<file path="src/wpam_pkg.sv">
// Shared constants and types for the write precompensation and address mark block
package wpam_pkg;
  // Pair register file
  localparam int         NUM_PAIRS    = 22;
  localparam int         IDX_W        = 5;
  localparam logic [3:0] PAIR_RESET   = 4'h0;
  localparam int         COARSE_HI    = 3;
  localparam int         COARSE_LO    = 2;
  localparam int         FINE_HI      = 1;
  localparam int         FINE_LO      = 0;
  // Pulse periods in code bits
  localparam logic [3:0] T_MIN        = 4'h2;
  localparam logic [3:0] T_CLAMP      = 4'h8;
  localparam int         TRAIL_SPAN   = 8;
  // Address mark as sent: lead one, 8T, 8T, 12T, 12T, 3T, 3T, 3T
  localparam int          AM_LEN      = 50;
  localparam logic [49:0] AM_PATTERN  = {1'h1, 8'h01, 8'h01, 12'h001, 12'h001, 9'h049};
  localparam logic [5:0]  AM_LAST     = 6'h31;
  // Address mark detection
  localparam logic [3:0] ZRUN_MAX       = 4'hF;
  localparam logic [3:0] SIX_ZEROS      = 4'h6;
  localparam logic [3:0] NINE_ZEROS     = 4'h9;
  localparam logic [3:0] HF_MIN         = 4'h2;
  localparam logic [3:0] HF_MAX         = 4'h4;
  localparam logic [1:0] HF_COUNT       = 2'h3;
  localparam logic [5:0] NINE_TIMEOUT_T = 6'h22;
  localparam logic [5:0] HF_TIMEOUT_T   = 6'h18;
  // Data path buffering
  localparam int         FIFO_DEPTH   = 4;
  localparam int         CLOCK_HZ     = 25000000;

  typedef enum logic [1:0] {
    DET_SIX,
    DET_NINE,
    DET_HF,
    DET_FOUND
  } wpam_det_t;
endpackage

</file>
<file path="src/wpam_fifo.sv">
// Small synchronous FIFO with valid/ready on both sides
`timescale 1ns/1ps
`default_nettype none
module wpam_fifo #(
  parameter int W     = 1,
  parameter int DEPTH = 4
) (
  input  wire logic         clock,
  input  wire logic         rstn,
  input  wire logic         in_valid,
  output logic              in_ready,
  input  wire logic [W-1:0] in_data,
  output logic              out_valid,
  input  wire logic         out_ready,
  output logic [W-1:0]      out_data
);
  localparam int AW = (DEPTH > 1) ? $clog2(DEPTH) : 1;

  logic [W-1:0]  mem_r [DEPTH];
  logic [AW-1:0] wptr_r;
  logic [AW-1:0] rptr_r;
  logic [AW:0]   count_r;
  logic          push;
  logic          pop;

  assign in_ready  = (count_r != (AW+1)'(DEPTH));
  assign out_valid = (count_r != '0);
  assign out_data  = mem_r[rptr_r];
  assign push      = in_valid && in_ready;
  assign pop       = out_valid && out_ready;

  function automatic logic [AW-1:0] ptr_inc(input logic [AW-1:0] p);
    return (p == (AW)'(DEPTH - 1)) ? '0 : p + 1'b1;
  endfunction

  always_ff @(posedge clock) begin
    if (push) begin
      mem_r[wptr_r] <= in_data;
    end
  end

  always_ff @(posedge clock or negedge rstn) begin
    if (!rstn) begin
      wptr_r  <= '0;
      rptr_r  <= '0;
      count_r <= '0;
    end else begin
      if (push) begin
        wptr_r <= ptr_inc(wptr_r);
      end
      if (pop) begin
        rptr_r <= ptr_inc(rptr_r);
      end
      count_r <= count_r + (AW+1)'(push) - (AW+1)'(pop);
    end
  end
endmodule
`default_nettype wire

</file>
<file path="src/wpam_pair_map.sv">
// Maps a leading/trailing pulse period pair to a pair register index and sign
`timescale 1ns/1ps
`default_nettype none
module wpam_pair_map (
  input  wire logic [3:0] lead,
  input  wire logic [3:0] trail,
  output logic [4:0]      idx,
  output logic            neg,
  output logic            none
);
  logic [3:0] lo;
  logic [3:0] hi;

  // Row base for the longer period of the pair
  function automatic logic [4:0] row_base(input logic [3:0] h);
    unique case (h)
      4'h3:    return 5'h00;
      4'h4:    return 5'h02;
      4'h5:    return 5'h04;
      4'h6:    return 5'h08;
      4'h7:    return 5'h0C;
      default: return 5'h10;
    endcase
  endfunction

  always_comb begin
    lo   = (lead < trail) ? lead : trail;
    hi   = (lead < trail) ? trail : lead;
    neg  = (trail < lead);
    none = (lead == trail) && (lead != wpam_pkg::T_MIN);
    if (lead == wpam_pkg::T_MIN && trail == wpam_pkg::T_MIN) begin
      idx = 5'h01;
    end else if (lo == 4'h6 && hi == 4'h7) begin
      idx = 5'h07;
    end else begin
      idx = row_base(hi) + {1'b0, lo - wpam_pkg::T_MIN};
    end
  end
endmodule
`default_nettype wire

</file>
<file path="src/wpam_top.sv">
// Write precompensation selector with address mark insertion and detection
`timescale 1ns/1ps
`default_nettype none
// Operation
// - Pair matrix; diagonal zero, mirrors opposite sign
// - 2T/2T pair has its own entry
// - Pair picks register, order gives the sign
// - 7T/8T and 8T/7T entries are applied
// - Periods above 8T looked up as 8T
// - Second of two adjacent ones becomes zero
// - Spacing to previous and next one decides
// - Coarse plus fine steps form the shift
// - Shift applied only with precompensation enabled
// - Ramp loop off: fine fields ignored
// - Detect starts with enable, one plus six zeros
// - Then one plus nine zeros, bounded window
// - Then three high-frequency intervals: mark found
// - Mark is 8T 8T 12T 12T 3T 3T 3T
// - Mark jammed into stream at exact position
// - 1T at mark start suppresses second one
// - High-frequency intervals written as 001
// - 2T to 4T count as high frequency
// - Timeouts 34T for nine zeros, 24T for HF
// - Output marks with falling edges, idle high
module wpam_top #(
  parameter int BIT_DIV = 1
) (
  input  wire logic       clock,
  input  wire logic       rstn,
  input  wire logic       write_gate,
  input  wire logic       address_mark_enable,
  input  wire logic       precomp_enable_bit,
  input  wire logic       ramp_loop_enable_bit,
  input  wire logic       enc_bit,
  input  wire logic       enc_valid,
  output logic            enc_ready,
  input  wire logic       rd_sync_data,
  input  wire logic       rd_sync_clk,
  input  wire logic       reg_wr_en,
  input  wire logic [4:0] reg_index,
  input  wire logic [3:0] reg_wdata,
  output logic [3:0]      reg_rdata,
  output logic            precomp_write_out,
  output logic [3:0]      precomp_shift,
  output logic            precomp_shift_neg,
  output logic            ramp_loop_power,
  output logic            am_writing,
  output logic            am_detected
);
  logic [3:0]  sync1_r;
  logic [3:0]  sync2_r;
  logic        rdclk_d_r;
  logic        ame_d_r;
  logic        wg_s;
  logic        ame_s;
  logic        rd_bit;
  logic        rd_en;
  logic [7:0]  div_r;
  logic        bit_en;
  logic        step;
  logic        fifo_valid;
  logic        fifo_bit;
  logic        src_bit;
  logic        clean_bit;
  logic        last_in_r;
  logic [8:0]  sr_r;
  logic [3:0]  lead_cnt_r;
  logic [3:0]  trail_w;
  logic [4:0]  map_idx;
  logic        map_neg;
  logic        map_none;
  logic [3:0]  sel_val;
  logic [3:0]  shift_nxt;
  logic        am_active_r;
  logic [5:0]  am_idx_r;
  logic [3:0]  pair_r [wpam_pkg::NUM_PAIRS];
  logic [3:0]  rdata_r;
  logic        wout_r;
  logic [3:0]  shift_r;
  logic        neg_r;
  logic        ramp_r;
  wpam_pkg::wpam_det_t det_r;
  logic [3:0]  zrun_r;
  logic [3:0]  zrun_nxt;
  logic [5:0]  tmr_r;
  logic [1:0]  hf_cnt_r;

  // Pins from outside the clock domain
  always_ff @(posedge clock or negedge rstn) begin
    if (!rstn) begin
      sync1_r   <= 4'h0;
      sync2_r   <= 4'h0;
      rdclk_d_r <= 1'b0;
      ame_d_r   <= 1'b0;
    end else begin
      sync1_r   <= {write_gate, address_mark_enable, rd_sync_data, rd_sync_clk};
      sync2_r   <= sync1_r;
      rdclk_d_r <= sync2_r[0];
      ame_d_r   <= sync2_r[2];
    end
  end

  assign wg_s   = sync2_r[3];
  assign ame_s  = sync2_r[2];
  assign rd_bit = sync2_r[1];
  assign rd_en  = sync2_r[0] && !rdclk_d_r;

  // Code-bit rate enable
  always_ff @(posedge clock or negedge rstn) begin
    if (!rstn) begin
      div_r <= 8'h00;
    end else if (div_r == 8'(BIT_DIV - 1)) begin
      div_r <= 8'h00;
    end else begin
      div_r <= div_r + 8'h01;
    end
  end

  assign bit_en = (div_r == 8'(BIT_DIV - 1));
  assign step   = bit_en && wg_s;

  // Encoded write data buffer; drained one bit per code-bit time
  wpam_fifo #(
    .W     (1),
    .DEPTH (wpam_pkg::FIFO_DEPTH)
  ) u_fifo (
    .clock     (clock),
    .rstn      (rstn),
    .in_valid  (enc_valid),
    .in_ready  (enc_ready),
    .in_data   (enc_bit),
    .out_valid (fifo_valid),
    .out_ready (step),
    .out_data  (fifo_bit)
  );

  // Mark bits replace stream bits; an underrun writes zeros
  assign src_bit   = am_active_r ? wpam_pkg::AM_PATTERN[6'(wpam_pkg::AM_LEN - 1) - am_idx_r]
                                 : (fifo_valid && fifo_bit);
  assign clean_bit = src_bit && !last_in_r;

  // Mark insertion on the rising enable, independent of the gap phase
  always_ff @(posedge clock or negedge rstn) begin
    if (!rstn) begin
      am_active_r <= 1'b0;
      am_idx_r    <= 6'h00;
    end else if (!wg_s) begin
      am_active_r <= 1'b0;
      am_idx_r    <= 6'h00;
    end else if (ame_s && !ame_d_r && !am_active_r) begin
      am_active_r <= 1'b1;
      am_idx_r    <= 6'h00;
    end else if (step && am_active_r) begin
      am_active_r <= (am_idx_r != wpam_pkg::AM_LAST);
      am_idx_r    <= am_idx_r + 6'h01;
    end
  end

  // Delay line gives the trailing spacing before the bit leaves
  always_ff @(posedge clock or negedge rstn) begin
    if (!rstn) begin
      last_in_r  <= 1'b0;
      sr_r       <= 9'h000;
      lead_cnt_r <= wpam_pkg::T_CLAMP;
    end else if (!wg_s) begin
      last_in_r  <= 1'b0;
      sr_r       <= 9'h000;
      lead_cnt_r <= wpam_pkg::T_CLAMP;
    end else if (step) begin
      last_in_r <= clean_bit;
      sr_r      <= {sr_r[7:0], clean_bit};
      if (sr_r[8]) begin
        lead_cnt_r <= 4'h1;
      end else if (lead_cnt_r != wpam_pkg::T_CLAMP) begin
        lead_cnt_r <= lead_cnt_r + 4'h1;
      end
    end
  end

  // Distance to the next one; none within reach counts as 8T
  function automatic logic [3:0] trail_dist(input logic [7:0] v);
    logic [3:0] d;
    d = wpam_pkg::T_CLAMP;
    for (int i = 0; i < wpam_pkg::TRAIL_SPAN; i++) begin
      if (v[i]) begin
        d = 4'(wpam_pkg::TRAIL_SPAN - i);
      end
    end
    return d;
  endfunction

  assign trail_w = trail_dist(sr_r[7:0]);

  wpam_pair_map u_map (
    .lead  (lead_cnt_r),
    .trail (trail_w),
    .idx   (map_idx),
    .neg   (map_neg),
    .none  (map_none)
  );

  assign sel_val = (map_idx < 5'(wpam_pkg::NUM_PAIRS)) ? pair_r[map_idx] : 4'h0;

  always_comb begin
    shift_nxt = 4'h0;
    if (precomp_enable_bit && !map_none) begin
      shift_nxt[wpam_pkg::COARSE_HI:wpam_pkg::COARSE_LO] =
        sel_val[wpam_pkg::COARSE_HI:wpam_pkg::COARSE_LO];
      if (ramp_r) begin
        shift_nxt[wpam_pkg::FINE_HI:wpam_pkg::FINE_LO] =
          sel_val[wpam_pkg::FINE_HI:wpam_pkg::FINE_LO];
      end
    end
  end

  // Output stage: each one leaves as a low code-bit time
  always_ff @(posedge clock or negedge rstn) begin
    if (!rstn) begin
      wout_r  <= 1'b1;
      shift_r <= 4'h0;
      neg_r   <= 1'b0;
    end else if (!wg_s) begin
      wout_r  <= 1'b1;
      shift_r <= 4'h0;
      neg_r   <= 1'b0;
    end else if (step) begin
      wout_r  <= !sr_r[8];
      shift_r <= sr_r[8] ? shift_nxt : 4'h0;
      neg_r   <= sr_r[8] && map_neg && (shift_nxt != 4'h0);
    end
  end

  // Ramp loop power follows its enable; lock time is the host's concern
  always_ff @(posedge clock or negedge rstn) begin
    if (!rstn) begin
      ramp_r <= 1'b0;
    end else begin
      ramp_r <= ramp_loop_enable_bit;
    end
  end

  // Pair registers
  always_ff @(posedge clock or negedge rstn) begin
    if (!rstn) begin
      for (int i = 0; i < wpam_pkg::NUM_PAIRS; i++) begin
        pair_r[i] <= wpam_pkg::PAIR_RESET;
      end
      rdata_r <= 4'h0;
    end else begin
      if (reg_wr_en && reg_index < 5'(wpam_pkg::NUM_PAIRS)) begin
        pair_r[reg_index] <= reg_wdata;
      end
      rdata_r <= (reg_index < 5'(wpam_pkg::NUM_PAIRS)) ? pair_r[reg_index] : 4'h0;
    end
  end

  // Read-side zero run length since the last one
  assign zrun_nxt = rd_bit ? 4'h0 :
                    (zrun_r == wpam_pkg::ZRUN_MAX) ? zrun_r : zrun_r + 4'h1;

  function automatic logic is_hf(input logic [3:0] z);
    return ((z + 4'h1) >= wpam_pkg::HF_MIN) && ((z + 4'h1) <= wpam_pkg::HF_MAX);
  endfunction

  always_ff @(posedge clock or negedge rstn) begin
    if (!rstn) begin
      zrun_r <= wpam_pkg::ZRUN_MAX;
    end else if (rd_en) begin
      zrun_r <= zrun_nxt;
    end
  end

  // Three-step mark search
  always_ff @(posedge clock or negedge rstn) begin
    if (!rstn) begin
      det_r    <= wpam_pkg::DET_SIX;
      tmr_r    <= 6'h00;
      hf_cnt_r <= 2'h0;
    end else if (!ame_s) begin
      det_r    <= wpam_pkg::DET_SIX;
      tmr_r    <= 6'h00;
      hf_cnt_r <= 2'h0;
    end else if (rd_en) begin
      unique case (det_r)
        wpam_pkg::DET_SIX: begin
          if (!rd_bit && zrun_nxt == wpam_pkg::SIX_ZEROS) begin
            det_r <= wpam_pkg::DET_NINE;
            tmr_r <= 6'h00;
          end
        end
        wpam_pkg::DET_NINE: begin
          if (!rd_bit && zrun_nxt == wpam_pkg::NINE_ZEROS) begin
            det_r    <= wpam_pkg::DET_HF;
            tmr_r    <= 6'h00;
            hf_cnt_r <= 2'h0;
          end else if (tmr_r == wpam_pkg::NINE_TIMEOUT_T) begin
            det_r <= wpam_pkg::DET_SIX;
          end else begin
            tmr_r <= tmr_r + 6'h01;
          end
        end
        wpam_pkg::DET_HF: begin
          if (rd_bit && is_hf(zrun_r) && hf_cnt_r == wpam_pkg::HF_COUNT - 2'h1) begin
            det_r <= wpam_pkg::DET_FOUND;
          end else if (tmr_r == wpam_pkg::HF_TIMEOUT_T) begin
            det_r <= wpam_pkg::DET_SIX;
          end else begin
            tmr_r <= tmr_r + 6'h01;
            if (rd_bit) begin
              hf_cnt_r <= is_hf(zrun_r) ? hf_cnt_r + 2'h1 : 2'h0;
            end
          end
        end
        wpam_pkg::DET_FOUND: begin
          det_r <= wpam_pkg::DET_FOUND;
        end
      endcase
    end
  end

  assign reg_rdata         = rdata_r;
  assign precomp_write_out = wout_r;
  assign precomp_shift     = shift_r;
  assign precomp_shift_neg = neg_r;
  assign ramp_loop_power   = ramp_r;
  assign am_writing        = am_active_r;
  assign am_detected       = (det_r == wpam_pkg::DET_FOUND);

  a_idle_high: assert property (@(posedge clock) disable iff (!rstn)
    !wg_s |=> wout_r) else $error("write output not high while gate idle");
  a_no_adjacent: assert property (@(posedge clock) disable iff (!rstn)
    !(sr_r[8] && sr_r[7])) else $error("adjacent ones reached output");
  a_diag_zero: assert property (@(posedge clock) disable iff (!rstn)
    step && sr_r[8] && lead_cnt_r == trail_w && lead_cnt_r != wpam_pkg::T_MIN
    |=> shift_r == 4'h0) else $error("diagonal pair got a shift");
  a_disable_zero: assert property (@(posedge clock) disable iff (!rstn)
    step && !precomp_enable_bit |=> shift_r == 4'h0) else $error("shift while disabled");
  a_fine_ignored: assert property (@(posedge clock) disable iff (!rstn)
    step && !ramp_r |=> shift_r[1:0] == 2'h0) else $error("fine used with ramp off");
  a_sign_order: assert property (@(posedge clock) disable iff (!rstn)
    step && sr_r[8] && trail_w < lead_cnt_r && shift_nxt != 4'h0 |=> neg_r)
    else $error("sign does not follow pair order");
  a_lead_clamp: assert property (@(posedge clock) disable iff (!rstn)
    lead_cnt_r <= wpam_pkg::T_CLAMP && lead_cnt_r != 4'h0)
    else $error("leading period outside range");
  a_nine_bound: assert property (@(posedge clock) disable iff (!rstn)
    det_r == wpam_pkg::DET_NINE |-> tmr_r <= wpam_pkg::NINE_TIMEOUT_T)
    else $error("nine-zero wait overran");
  a_found_path: assert property (@(posedge clock) disable iff (!rstn)
    $rose(am_detected) |-> $past(det_r) == wpam_pkg::DET_HF && $past(rd_bit))
    else $error("mark found outside HF step");
  a_enable_reset: assert property (@(posedge clock) disable iff (!rstn)
    !ame_s |=> det_r == wpam_pkg::DET_SIX) else $error("search active without enable");

  c_mark_found: cover property (@(posedge clock) disable iff (!rstn) $rose(am_detected));
  c_mark_written: cover property (@(posedge clock) disable iff (!rstn) $fell(am_writing));
  c_neg_shift: cover property (@(posedge clock) disable iff (!rstn) step && neg_r);
  c_timeout: cover property (@(posedge clock) disable iff (!rstn)
    det_r == wpam_pkg::DET_HF ##1 det_r == wpam_pkg::DET_SIX);
endmodule
`default_nettype wire

</file>
<file path="config.mk">
export PLATFORM = sky130hd
export DESIGN_NAME = wpam_top
export DESIGN_NICKNAME = d
export VERILOG_FILES = /design/src/wpam_pkg.sv /design/src/wpam_fifo.sv /design/src/wpam_pair_map.sv /design/src/wpam_top.sv
export SDC_FILE = /design/constraint.sdc
export NUM_CORES = 1
export LEC_CHECK = 0
export BUFFER_PORTS_ARGS = -buffer_cell sky130_fd_sc_hd__clkbuf_2
export CAP_MARGIN = 0
export CORE_UTILIZATION = 35
export CTS_CLUSTER_SIZE = 10
export DETAILED_ROUTE_END_ITERATION = 6
export PLACE_DENSITY = 0.5
export SLEW_MARGIN = 20
export SYNTH_ARGS = -nofsm -noshare
export SYNTH_HDL_FRONTEND = slang
export SYNTH_HIERARCHICAL = 1
export SYNTH_SLANG_ARGS = --single-unit
</file>
<file path="constraint.sdc">
create_clock -name clock -period 6.6 [get_ports clock]
set_input_delay 0.33 -clock clock [delete_from_list [all_inputs] [get_ports clock]]
set_output_delay 0.33 -clock clock [all_outputs]
set_load 0.005 [all_outputs]
</file>
==> results.py <==
metrics = {
    "power_and_ir_drop": {
        "irDropWorstVdd_uv": 141.5,
        "power.leakage_uw": 0.004549,
        "p_per_area_nw_per_um2": 375.2,
        "finalPower_uw": 3954,
    },
    "cells_and_area": {
        "design.final.nets": 897,
        "fin_util_pct": 40.11,
        "synthToLayoutAreaGrowth_pct": 11.77,
        "n_antenna_cell": 0,
        "final_layout_size_suffix_gt1_share_pct": 28.07,
    },
    "setup_path": {
        "critPathKind": "reg -> reg",
        "crit_chain": "nor2_1 -> o21ai_0 -> a21oi_1 -> ha_1 -> nor2b_1 -> o211a_1 -> o21a_4 -> mux2i_1 -> ha_1 -> inv_1 -> ha_1 -> a21o_1 -> a21oi_1 -> or3_2 -> a21o_1 -> a211oi_2 -> nand2b_1 -> nor4_1 -> nor3_1 -> a31o_2 -> a2bb2oi_1 -> nor2_1",
        "critPathSlowestCell": "a211oi_2",
        "reg2reg_depth": 22,
        "cpPeakStageDelay_ns": 0.54,
        "r2r_slack_ns": 1.08,
        "end_kind": "flop",
        "worstPathMaxFanout": 13,
        "r2r-end": "precomp_shift[0]$_DFFE_PN0P_",
        "required_ns": 6.95,
        "crit_path_start_kind": "flop",
        "cp_common_cell": "ha_1",
        "cp_data_arrival_time_ns": 5.87,
        "timing.rr.start": "sr_r[4]$_DFFE_PN0P_",
    },
    "min_path": {
        "whs_path_depth": 1,
        "min_from": "rd_sync_data",
        "min_to": "sync1_r[1]$_DFF_PN0_",
        "worstHoldPathType": "in -> reg",
    },
    "sta": {
        "fin_setup_tns_ns": 0,
        "finalHoldViolations": 0,
        "setup_viol": 0,
        "fmax_mhz": 181.3,
        "drv_slew": 0,
        "setup_ws_ns": 1.085,
        "period_share_pct": 83.56,
        "slew_headroom_pct": 35.76,
        "rsz0062_at_grt": "no",
        "tightest_slew_ns": 0.9636,
        "skew_ns": 0.01553,
        "period_minus_slack_ns": 5.515,
    },
    "synthesis": {
        "synth_most_common_cell": "dfrtp_1",
        "synth_warnings": 6,
        "synth_top_area_share_pct": 40.33,
        "synth_area_sq_um": 9430,
        "async_flop_share_pct": 97.53,
        "synth_cell_types": 78,
        "syn_avg_cell_area_sq_um": 11.54,
        "synth-edff-count": 4,
        "synth_top_area_cell": "dfrtp_1",
        "ys_seq_area_share_pct": 43.28,
        "syn_inst": 817,
        "yosys-top-cells-area": "dfrtp_1 (40%), mux2_2 (11%), mux4_2 (8.6%), ha_1 (4.4%), mux2i_1 (3.3%)",
        "syn_nets": 872,
        "ys_dominant_reg_cell": "dfrtp_1",
        "yosys-top-cells-count": "dfrtp_1 (152), mux2_2 (95), nand2_1 (75)",
        "ys_ff_latch": 162,
    },
    "cts": {
        "numCtsBuffers": 17,
        "cts_tree": "built",
        "clock-sinks": 162,
        "cts-resized-gates": 0,
        "htreeDepth": 4,
        "cts_root_buf": "clkbuf_16",
        "clkTransAtPathRegs_ns": 0.07,
        "clk_latency_ns": 0.43,
        "clk_path_buf_depth": 2,
    },
    "routing": {
        "route.vias.total": 6449,
        "drtIter0Drc": 429,
        "viasPerCell": 5.419,
        "wire_per_inst_um": 18.96,
        "drt-total-wl_um": 22560,
        "firstDrtPassIters": 7,
        "drc": 4,
        "antenna_left": 0,
    },
    "status": {
        "outcome": "finished with violations",
        "violations": "DRC",
    },
    "grt": {
        "grt_max_degree": 67,
        "first_global_vias": 6513,
        "grt-ovfl-total": 0,
        "grt_pass1_wl_um": 37320,
        "antenna_found_initial": 0,
        "track_usage_pct": 17.25,
    },
    "floorplan": {
        "die-area_sq_um": 27600,
        "die_w_um": 166.1,
        "core_sq_um": 26280,
        "initial_core_util_pct": 35.88,
        "die_h_um": 166.1,
        "rows": 59,
        "io_pins": 34,
    },
    "place": {
        "hpwl_um": 15540,
        "portBuffers": 33,
        "gp_congestion": 0.8156,
        "dpl_worst_slack_ns": 1.146,
    },
    "job": {
        "maxCapViolCount": 0,
    },
}
-- per-stage QoR --
step / area (sq um) / hold WS [ns] / std cells
final: 10540 / 0.02059 / 1190
after CTS: 10540 / 0.01065 / 1190
after detailed placement: 9858 / 0.3347 / 1154
after global placement: 9858 / 0.3321 / 1154
after global routing: 10540 / 0.002703 / 1190
after floorplan: 9430 / 0.03441 / 817
-- cell usage in the layout (no fill, tap or decap), types with 8 or more instances in the layout --
cell type	instances
a21oi_1	29
a31oi_1	8
and3_1	8
buf_4	8
clkbuf_16	17
clkbuf_2	31
dfrtp_1	152
ha_1	33
inv_1	36
mux2_2	95
mux2i_1	31
mux4_2	36
nand2_1	75
nand2b_1	14
nand3_1	16
nand4_1	8
nor2_1	41
nor2b_1	13
nor3_1	19
nor4_1	8
o21ai_0	16
o31ai_1	11
xnor2_1	16
-- sequential cells by signal, indices dropped and copies added, names as in the netlist, 6 cells and up --
name,count
pair_r,88
am_idx_r,6
sr_r,8
tmr_r,6
div_r,8
-- critical path: cells and delay by family (launching register included) --
kind            cells  cell delay, ns
compound gates     10            2.37
fa+ha+maj           3            0.93
buf+inv             1            0.06
flops               1            0.42
mux                 1            0.16
simple gates        7            1.49
-- logic make-up (layout without fill, tap and decap cells) --
kind of cell / after synthesis / in the layout / share of synthesized area (%)
XOR/XNOR: 19 / 19 / 1.765
AND/OR/NAND/NOR: 240 / 240 / 13.47
adder cells (fa/ha/maj): 35 / 35 / 4.803
buffers and inverters: 75 / 113 / 3.940
AO/OA/AOI/OAI: 120 / 120 / 8.797
flip-flops: 162 / 162 / 43.28
multiplexers: 166 / 166 / 23.95
-- report_power, final --
group	switching, uW	total, uW	leakage (uW)	internal (uW)
sequential	151	1310	0.00206	1160
combinational	824	1540	0.00218	719
clock	423	1100	0.000305	675
total	1400	3950	0.00455	2560
-- what timing repair did --
item,CTS,global route
endpoints found under the hold margin,65,0
setup endpoints to repair,0,0
setup buffers,0,0
hold buffers,4,0
-- final cells by class --
cell class / count / area, sq um
repair buffers: 45 / 271.5
clock buffers: 20 / 436.7
flip-flops and latches: 162 / 4081
inverters: 36 / 135.1
clock inverters: 12 / 205.2
fillers: 2545 / 15740
well taps: 335 / 419.2
multi-input cells: 580 / 4991
-- layer usage --
| metal | up-vias | wire length [um] | part of all wire, % | track usage [%] |
|---|---|---|---|---|
| met5 | - | 0 | 0 | 0 |
| met4 | 0 | 372 | 1.6 | 5.120 |
| met3 | 26 | 675 | 3.0 | 2.931 |
| met2 | 99 | 10150 | 45 | 26.56 |
| met1 | 3279 | 11360 | 50 | 24.82 |
| li1 | 3045 | - | - | - |
-- how the worst max path moves through the flow --
stage / from / endpoint / slack, ns
after floorplan: sr_r[7]$_DFFE_PN0P_ / precomp_shift[0]$_DFFE_PN0P_ / 1.66
after detailed placement: sr_r[4]$_DFFE_PN0P_ / precomp_shift[0]$_DFFE_PN0P_ / 1.15
after global routing: sr_r[2]$_DFFE_PN0P_ / precomp_shift[0]$_DFFE_PN0P_ / 0.60
final: sr_r[4]$_DFFE_PN0P_ / precomp_shift[0]$_DFFE_PN0P_ / 1.08
after global placement: sr_r[4]$_DFFE_PN0P_ / precomp_shift[0]$_DFFE_PN0P_ / 1.32
after CTS: sr_r[4]$_DFFE_PN0P_ / precomp_shift[0]$_DFFE_PN0P_ / 1.13
Note: power is estimated with default switching activity, not from simulation.
